`src/pkg/irq_vec_pkg.sv`:
```
// package: offsets, field positions, reset values and states of the interrupt vectoring block
// How it works
// - any reset clears all enables so no vectoring happens until software sets them
// - a source vectors only with global, own and (peripheral) group enable all set
// - the one 32-bit peripheral flag register latches events regardless of any enable bit
// - on acceptance the prefetched instruction is flushed, then global enable cleared
// - on acceptance the pc is pushed and core registers are copied to shadows
// - after saving context the pc is loaded with vector address 0004h
// - with global enable clear, new events set flags and can wake a sleeping core, never redirect flow
// - return from handler pops pc, restores shadows and sets global enable
// - a request pending while global enable is clear is serviced once it is set
// - enabled sources wake the controller from sleep
// - peripheral sources need the group enable as well as their own enable
// - external pin flags on rising edge when polarity is one, falling when zero
// - on wake the next instruction runs first; vector only if global enable set
package irq_vec_pkg;
    localparam int unsigned AW = 8;
    localparam logic [AW-1:0] ADDR_CTRL = 8'h00;
    localparam logic [AW-1:0] ADDR_EN0 = 8'h04;
    localparam logic [AW-1:0] ADDR_FLAG0 = 8'h08;
    localparam logic [AW-1:0] ADDR_EN1 = 8'h10;
    localparam logic [AW-1:0] ADDR_FLAG1 = 8'h20;
    localparam logic [AW-1:0] ADDR_STAT = 8'h30;
    localparam logic [AW-1:0] ADDR_IEN = 8'h34;
    localparam logic [AW-1:0] ADDR_ICLR = 8'h38;
    localparam int unsigned CTRL_GIE = 7;
    localparam int unsigned CTRL_GRP = 6;
    localparam int unsigned CTRL_POL = 0;
    localparam logic [7:0] CTRL_RESET = 8'h01;
    localparam int unsigned FLAG_INT = 0;
    localparam int unsigned NPER = 4;
    localparam logic [15:0] VECTOR_ADDR = 16'h0004;
    localparam int unsigned ST_ACCEPT = 0;
    localparam int unsigned ST_RETURN = 1;
    localparam int unsigned ST_WAKE = 2;
    typedef enum logic [1:0] {
        SEQ_IDLE = 2'b00,
        SEQ_FLUSH = 2'b01,
        SEQ_SAVE = 2'b10,
        SEQ_JUMP = 2'b11
    } seq_t;
endpackage

```
`src/design/pin_edge_detect.sv`:
```
// pin synchroniser with polarity-selected edge pulse
module pin_edge_detect (
    input wire logic clk,
    input wire logic srst,
    input wire logic pinIn,
    input wire logic risingSel,
    output logic edgePulse
);
    typedef struct packed {
        logic s1;
        logic s2;
        logic s3;
    } st_t;
    st_t stReg;
    st_t stNext;
    always_comb begin
        stNext = stReg;
        stNext.s1 = pinIn;
        stNext.s2 = stReg.s1;
        stNext.s3 = stReg.s2;
    end
    always_ff @(posedge clk) begin
        if (srst) begin
            stReg <= '0;
        end else begin
            stReg <= stNext;
        end
    end
    // rising when polarity one, falling when zero
    assign edgePulse = risingSel ? (stReg.s2 & ~stReg.s3) : (~stReg.s2 & stReg.s3);
endmodule // pin_edge_detect

```
`src/design/wb_reg_slave.sv`:
```
// classic wishbone slave handshake and read/write strobe helper
module wb_reg_slave (
    input wire logic clk,
    input wire logic srst,
    input wire logic wbCyc,
    input wire logic wbStb,
    input wire logic wbWe,
    output logic wbAck,
    output logic wrStrobe,
    output logic rdStrobe
);
    typedef struct packed {
        logic ack;
    } st_t;
    st_t stReg;
    st_t stNext;
    logic req;
    assign req = wbCyc & wbStb & ~stReg.ack;
    always_comb begin
        stNext = stReg;
        stNext.ack = req;
    end
    always_ff @(posedge clk) begin
        if (srst) begin
            stReg <= '0;
        end else begin
            stReg <= stNext;
        end
    end
    assign wbAck = stReg.ack;
    // write takes effect on the edge where ack is seen high
    assign wrStrobe = stReg.ack & wbCyc & wbStb & wbWe;
    assign rdStrobe = req & ~wbWe;
endmodule // wb_reg_slave

```
`src/design/core_interrupt_vectoring.sv`:
```
// interrupt flags, enables and vectoring sequence toward the processor core
module core_interrupt_vectoring (
    input wire logic clk,
    input wire logic srst,
    input wire logic wbCyc,
    input wire logic wbStb,
    input wire logic wbWe,
    input wire logic [irq_vec_pkg::AW-1:0] wbAdr,
    input wire logic [3:0] wbSel,
    input wire logic [31:0] wbDatI,
    output logic [31:0] wbDatO,
    output logic wbAck,
    input wire logic extIntPin,
    input wire logic [7:0] coreEvents,
    input wire logic [31:0] periphEvents,
    input wire logic [15:0] corePc,
    input wire logic [31:0] coreContext,
    input wire logic returnFromHandler,
    input wire logic [15:0] stackTop,
    input wire logic coreSleeping,
    output logic prefetchFlush,
    output logic stackPush,
    output logic [15:0] pushPc,
    output logic stackPop,
    output logic pcLoad,
    output logic [15:0] pcLoadValue,
    output logic [31:0] shadowContext,
    output logic contextRestore,
    output logic wakeUp,
    output logic vectorAfterWake,
    output logic irqOut
);
    import irq_vec_pkg::*;

    ////////////////////////////////////////////////////////////////////////////
    typedef struct packed {
        logic globalIrqEnable;
        logic peripheralGroupEnable;
        logic edgePolaritySelect;
        logic [7:0] coreEnable;
        logic [7:0] coreFlags;
        logic [31:0] periphEnable;
        logic [31:0] periphFlags;
        seq_t seq;
        logic [15:0] savedPc;
        logic [31:0] shadow;
        logic [2:0] status;
        logic [2:0] statusEn;
        logic [31:0] rdData;
        logic prefetchFlush;
        logic stackPush;
        logic stackPop;
        logic pcLoad;
        logic [15:0] pcLoadValue;
        logic contextRestore;
        logic wakeUp;
        logic vectorAfterWake;
    } st_t;

    st_t r;
    st_t n;
    logic wrStrobe;
    logic rdStrobe;
    logic pinEdge;
    logic [7:0] coreSet;
    logic corePending;
    logic periphPending;
    logic request;
    logic anyEnabled;

    wb_reg_slave u_bus (
        .clk(clk),
        .srst(srst),
        .wbCyc(wbCyc),
        .wbStb(wbStb),
        .wbWe(wbWe),
        .wbAck(wbAck),
        .wrStrobe(wrStrobe),
        .rdStrobe(rdStrobe)
    );

    pin_edge_detect u_pin (
        .clk(clk),
        .srst(srst),
        .pinIn(extIntPin),
        .risingSel(r.edgePolaritySelect),
        .edgePulse(pinEdge)
    );

    // byte-lane merge of a write into a 32-bit word
    function automatic logic [31:0] merge(input logic [31:0] old, input logic [31:0] d, input logic [3:0] sel);
        logic [31:0] res;
        res = old;
        for (int i = 0; i < 4; i++) begin
            if (sel[i]) begin
                res[8*i +: 8] = d[8*i +: 8];
            end
        end
        return res;
    endfunction

    // flag update: clear by write of zero, set by event wins
    function automatic logic [31:0] flagUpd(input logic [31:0] old, input logic [31:0] wr, input logic doWr,
                                             input logic [31:0] ev);
        logic [31:0] res;
        res = doWr ? wr : old;
        return res | ev;
    endfunction

    ////////////////////////////////////////////////////////////////////////////
    assign coreSet = coreEvents | {7'h00, pinEdge};
    assign corePending = |(r.coreFlags & r.coreEnable);
    assign periphPending = r.peripheralGroupEnable & |(r.periphFlags & r.periphEnable);
    assign request = r.globalIrqEnable & (corePending | periphPending);
    assign anyEnabled = corePending | periphPending;

    always_comb begin
        logic [31:0] wv;
        logic [2:0] ev;
        logic [31:0] fv;
        wv = 32'h0;
        ev = 3'h0;
        fv = 32'h0;
        n = r;
        n.prefetchFlush = 1'b0;
        n.stackPush = 1'b0;
        n.stackPop = 1'b0;
        n.pcLoad = 1'b0;
        n.contextRestore = 1'b0;
        n.wakeUp = 1'b0;
        n.vectorAfterWake = 1'b0;

        // register writes
        if (wrStrobe) begin
            unique case (wbAdr)
                ADDR_CTRL: begin
                    wv = merge({24'h0, r.globalIrqEnable, r.peripheralGroupEnable, 5'h00, r.edgePolaritySelect},
                               wbDatI, wbSel);
                    n.globalIrqEnable = wv[CTRL_GIE];
                    n.peripheralGroupEnable = wv[CTRL_GRP];
                    n.edgePolaritySelect = wv[CTRL_POL];
                end
                ADDR_EN0: begin
                    wv = merge({24'h0, r.coreEnable}, wbDatI, wbSel);
                    n.coreEnable = wv[7:0];
                end
                ADDR_EN1: begin
                    n.periphEnable = merge(r.periphEnable, wbDatI, wbSel);
                end
                ADDR_IEN: begin
                    wv = merge({29'h0, r.statusEn}, wbDatI, wbSel);
                    n.statusEn = wv[2:0];
                end
                default: begin
                end
            endcase
        end

        // flags latch whatever the enables say; firmware clears them
        fv = flagUpd({24'h0, r.coreFlags}, merge({24'h0, r.coreFlags}, wbDatI, wbSel),
                     wrStrobe && wbAdr == ADDR_FLAG0, {24'h0, coreSet});
        n.coreFlags = fv[7:0];
        n.periphFlags = flagUpd(r.periphFlags, merge(r.periphFlags, wbDatI, wbSel),
                                wrStrobe && wbAdr == ADDR_FLAG1, periphEvents);

        // vectoring sequence
        unique case (r.seq)
            SEQ_IDLE: begin
                if (returnFromHandler) begin
                    n.stackPop = 1'b1;
                    n.pcLoad = 1'b1;
                    n.pcLoadValue = stackTop;
                    n.contextRestore = 1'b1;
                    n.globalIrqEnable = 1'b1;
                    ev[ST_RETURN] = 1'b1;
                end else if (coreSleeping && anyEnabled && !r.wakeUp) begin
                    // one pulse only; the core leaves sleep a cycle after seeing it
                    // next instruction runs first; vectoring follows only via request
                    n.wakeUp = 1'b1;
                    n.vectorAfterWake = r.globalIrqEnable;
                    ev[ST_WAKE] = 1'b1;
                end else if (request && !coreSleeping) begin
                    // pending flags still set when enable returns are taken here
                    n.prefetchFlush = 1'b1;
                    n.savedPc = corePc;
                    n.seq = SEQ_FLUSH;
                    ev[ST_ACCEPT] = 1'b1;
                end
            end
            SEQ_FLUSH: begin
                n.globalIrqEnable = 1'b0;
                n.seq = SEQ_SAVE;
            end
            SEQ_SAVE: begin
                n.stackPush = 1'b1;
                n.shadow = coreContext;
                n.seq = SEQ_JUMP;
            end
            SEQ_JUMP: begin
                n.pcLoad = 1'b1;
                n.pcLoadValue = VECTOR_ADDR;
                n.seq = SEQ_IDLE;
            end
        endcase

        // sticky status, set wins over clear
        n.status = (r.status & ~((wrStrobe && wbAdr == ADDR_ICLR && wbSel[0]) ? wbDatI[2:0] : 3'h0)) | ev;

        // read mux
        n.rdData = 32'h0;
        if (rdStrobe) begin
            unique case (wbAdr)
                ADDR_CTRL: n.rdData = {24'h0, r.globalIrqEnable, r.peripheralGroupEnable, 5'h00,
                                       r.edgePolaritySelect};
                ADDR_EN0: n.rdData = {24'h0, r.coreEnable};
                ADDR_FLAG0: n.rdData = {24'h0, r.coreFlags};
                ADDR_EN1: n.rdData = r.periphEnable;
                ADDR_FLAG1: n.rdData = r.periphFlags;
                ADDR_STAT: n.rdData = {29'h0, r.status};
                ADDR_IEN: n.rdData = {29'h0, r.statusEn};
                default: n.rdData = 32'h0;
            endcase
        end
    end

    always_ff @(posedge clk) begin
        if (srst) begin
            r <= '0;
            r.edgePolaritySelect <= CTRL_RESET[CTRL_POL];
        end else begin
            r <= n;
        end
    end

    ////////////////////////////////////////////////////////////////////////////
    assign wbDatO = r.rdData;
    assign prefetchFlush = r.prefetchFlush;
    assign stackPush = r.stackPush;
    assign pushPc = r.savedPc;
    assign stackPop = r.stackPop;
    assign pcLoad = r.pcLoad;
    assign pcLoadValue = r.pcLoadValue;
    assign shadowContext = r.shadow;
    assign contextRestore = r.contextRestore;
    assign wakeUp = r.wakeUp;
    assign vectorAfterWake = r.vectorAfterWake;
    assign irqOut = |(r.status & r.statusEn);
endmodule // core_interrupt_vectoring

```
`config.mk`:
```
export PLATFORM = sky130hd
export DESIGN_NAME = core_interrupt_vectoring
export DESIGN_NICKNAME = d
export VERILOG_FILES = /design/src/pkg/irq_vec_pkg.sv /design/src/design/pin_edge_detect.sv /design/src/design/wb_reg_slave.sv /design/src/design/core_interrupt_vectoring.sv
export SDC_FILE = /design/constraint.sdc
export NUM_CORES = 1
export LEC_CHECK = 0
export ABC_AREA = 1
export BUFFER_PORTS_ARGS = -buffer_cell sky130_fd_sc_hd__buf_2
export CORE_ASPECT_RATIO = 2
export CORE_MARGIN = 8
export CORE_UTILIZATION = 50
export CTS_BUF_LIST = sky130_fd_sc_hd__clkbuf_4 sky130_fd_sc_hd__clkbuf_8
export DETAILED_ROUTE_END_ITERATION = 12
export GPL_ROUTABILITY_DRIVEN = 0
export PLACE_DENSITY_LB_ADDON = 0.3
export SLEW_MARGIN = 15
export SYNTH_ARGS = -nofsm -noshare
export SYNTH_HDL_FRONTEND = slang
export SYNTH_SLANG_ARGS = --single-unit
```
`constraint.sdc`:
```
create_clock -name clk -period 2.15 [get_ports clk]
set_input_delay 0.43 -clock clk [delete_from_list [all_inputs] [get_ports clk]]
set_output_delay 0.43 -clock clk [all_outputs]
set_load 0.01 [all_outputs]
```
==> metrics.csv <==
stage,metric,value,unit
yosys,synth_compound_area_frac,0.1680,
worst_setup_path,cp_max_fo,21,
sta,rsz0062_at_grt,no,
worst_setup_path,critPathLaunchType,register,
hold_path,hold_path_class,input port to register,
finish,nets,1481,
worst_setup_path,crit_slowest_cell,dfxtp_1,
sta,max_freq,577.4,MHz
clock_tree,cts_tree,yes,
power,p_per_area,839.9,nW/um2
die,start_util,0.5066,
finish,fin_util,0.5790,
worst_setup_path,critical_path.top_delay_family,buffers and inverters,
yosys,syn_area_per_cell,7.513,um2
run,maxCapViolations,0,
clock_tree,cts.sinks,197,
sta,maxSlewViolCount,0,
placed_design,dp_hpwl,18.81,mm
die,fp.dieH,202.6,um
yosys,synth_cells,1159,
worst_setup_path,critical_path_required,2470,ps
sta,setup_viol,0,
clock_tree,cts_buffers,17,
status,outcome,finished clean,
global_route,grt_max_degree,65,
clock_tree,postCtsSetupRepairBufs,0,
global_route,grt_pass1_vias,7793,
worst_setup_path,critPathKind,register to register,
worst_setup_path,critPathMaxStageDelay,350,ps
yosys,ys_ff_latch,197,
clock_tree,clockRootBuffer,clkbuf_8,
sta,period_minus_slack,1732,ps
sta,tns,0,ps
placed_design,dpl_cell_area,9574,um2
placed_design,numPortBuffers,260,
detailed_routing,drtIter0Drc,274,
yosys,synth-xor-area-share,0,
clock_tree,insertion_delay,470,ps
yosys,synth_nets,1320,
detailed_routing,drc_errors,0,
clock_tree,clk_pin_slew,110,ps
worst_setup_path,critPathBufInv,5,
finish,final_area,9951,um2
yosys,synth_mux_area_frac,0,
yosys,yosysWarnings,0,
worst_setup_path,crit_chain,inv_1 > ha_1 > buf_4 > inv_1 > a21oi_1 > buf_4 > inv_1 > nor2_1 > a211oi_1,
global_route,antenna_found_initial,4,
global_route,grt_pass1_wl,38.45,mm
yosys,ys_seq_area_frac,0.4529,
worst_setup_path,r2r_slack,420,ps
die,die_w,109.3,um
detailed_routing,totalWireLength,24.43,mm
global_route,grt_use_total,0.2209,
detailed_routing,dr.pass1.iters,5,
detailed_routing,vias,7819,
yosys,synth_top_family_by_area,simple AND/OR/NAND/NOR gates,
worst_setup_path,worstPathArrival,2050,ps
detailed_routing,wl_per_cell,15.80,um
global_route,grt_remaining_overflow,0,
die,coreArea,17190,um2
sta,period_share,0.8055,
yosys,synth_fa_ha_area_frac,0.007185,
power,ir_drop,0.5921,mV
die,dieArea,22150,um2
clock_tree,cts_resized,0,
die,io_pins,261,
clock_tree,clockBufferDepth,2,
sta,skew,18.76,ps
yosys,synth-simple-area-share,0.2062,
yosys,synth_area,8707,um2
sta,worst_pin_slew,784.3,ps
sta,relSlewSlack,0.4772,
finish,drive_above_1_share,0.2641,
clock_tree,h-tree-depth,4,
worst_setup_path,critPathMostFrequentCell,inv_1,
clock_tree,cts_hold_buf,0,
detailed_routing,ant_nets,0,
power,power.leakage,0.004912,uW
worst_setup_path,end_kind,register,
sta,hold_viol_final,0,
die,rows,68,
yosys,ys_types,38,
detailed_routing,routed_via_density,5.058,
finish,synthToLayoutAreaGrowth,14.28,%
## path summary, 6_finish.rpt
path | startpoint | end | depth (start not counted)
setup reg to reg | r[109] | pcLoadValue[2] | 9
hold / removal | extIntPin | u_pin.stNext[1] | 3
hold reg to reg | u_pin.stNext[1] | u_pin.stNext[0] | 2
setup / recovery | r[109] | pcLoadValue[2] | 9
## layout make-up
cell class / instances / area, um2
Inverter: 129 / 484.2
Tap cell: 210 / 262.8
Clock buffer: 18 / 247.7
Fill cell: 1702 / 7236
Sequential cell: 197 / 3944
Antenna cell: 3 / 7.507
Clock inverter: 14 / 121.4
Multi-Input combinational cell: 688 / 3329
Timing Repair Buffer: 287 / 1554
## report_power, final
group          switching, uW  leakage (uW)  total (uW)  internal (uW)
clock                   1370      0.000181        2240            863
sequential               180       0.00161        4200           4020
combinational           1220       0.00312        1920            697
total                   2770       0.00491        8360           5580
## cells by family after synthesis
family	Yosys count
simple gates	425
fa+ha+maj	5
flops	197
compound gates	258
buf+inv	274
## routing by layer
metal / routed length (um) / global-route usage
met4: 910 / 0.1117
met3: 1758 / 0.05970
met2: 13410 / 0.4118
met1: 8315 / 0.2103
met5: 30 / 0
## cell usage after synthesis
cell type / instances / area (um2)
ha_1: 5 / 62.56
nor2_8: 1 / 20.02
nor2_4: 5 / 56.30
a211oi_2: 6 / 75.07
nand2_1: 214 / 803.3
o22ai_1: 7 / 43.79
o221ai_1: 2 / 17.52
nor3_4: 1 / 16.27
nand3_1: 9 / 45.04
nor4_1: 1 / 6.260
inv_1: 120 / 450.4
nor2_2: 2 / 12.51
buf_2: 10 / 50.05
nor2_1: 156 / 585.6
nand2_2: 3 / 18.77
or2_2: 1 / 6.260
a21boi_0: 1 / 7.510
nor3_1: 7 / 35.03
a211oi_1: 20 / 150.1
nand3_2: 1 / 10.01
inv_2: 5 / 18.77
clkinv_1: 4 / 15.01
o31ai_1: 16 / 120.1
nand3_4: 1 / 17.52
nand4_1: 19 / 118.9
a31oi_1: 3 / 18.77
o21ai_1: 30 / 150.1
o211ai_1: 4 / 30.03
clkbuf_1: 27 / 101.4
buf_4: 101 / 758.2
nand2_4: 3 / 33.78
a21oi_1: 93 / 465.5
buf_6: 3 / 33.78
dfxtp_1: 197 / 3944
buf_1: 4 / 15.01
a221oi_1: 1 / 8.760
o21ai_0: 75 / 375.4
nor3_2: 1 / 10.01
## worst register-to-register path: cells and delay by family (launching register included)
| family | cells | cell delay, ps |
|---|---|---|
| buf+inv | 5 | 800 |
| simple gates | 1 | 90 |
| fa+ha+maj | 1 | 180 |
| compound gates | 2 | 180 |
| flops | 1 | 350 |
## metrics by stage
step                std cells  hold slack, ps  setup WS, ps  power [uW]
floorplan                1159           388.3         517.8        5769
global placement         1511           397.1         191.9        6184
detailed placement       1511           397.6         180.4        6216
CTS                      1543           124.4         405.9        8465
global route             1544           142.9         238.1        8868
finish                   1546           156.8         418.2        8358
## layout by cell type, fill, tap and decap left out, types with 3 or more instances in the layout
cell        synthesis  layout
clkinv_4            0       3
nand2_1           214     214
o31ai_1            16      16
nor2_1            156     156
nand2_4             3       3
dfxtp_1           197     197
a211oi_1           20      20
nor2_4              5       5
nor3_1              7       6
a21oi_1            93      93
nand2_2             3       3
o21ai_0            75      75
a31oi_1             3       3
o21ai_1            30      29
a211oi_2            6       6
buf_2              10     260
o211ai_1            4       4
ha_1                5       5
nand4_1            19      19
clkinvlp_4          0       3
inv_1             120     120
clkbuf_8            0      18
diode_2             0       3
buf_12              0       4
clkinv_1            4       3
inv_2               5       6
o22ai_1             7       7
inv_6               0       4
nand3_1             9       9
buf_4             101      23
## state kept, by name, summed over array words and instances, names as in the netlist, 2 cells and up
register       flops
shadowContext     32
pcLoadValue       16
u_pin.stNext       2
wbDatO            32
pushPc            16
r                 91
(Power assumes the default switching activity.)
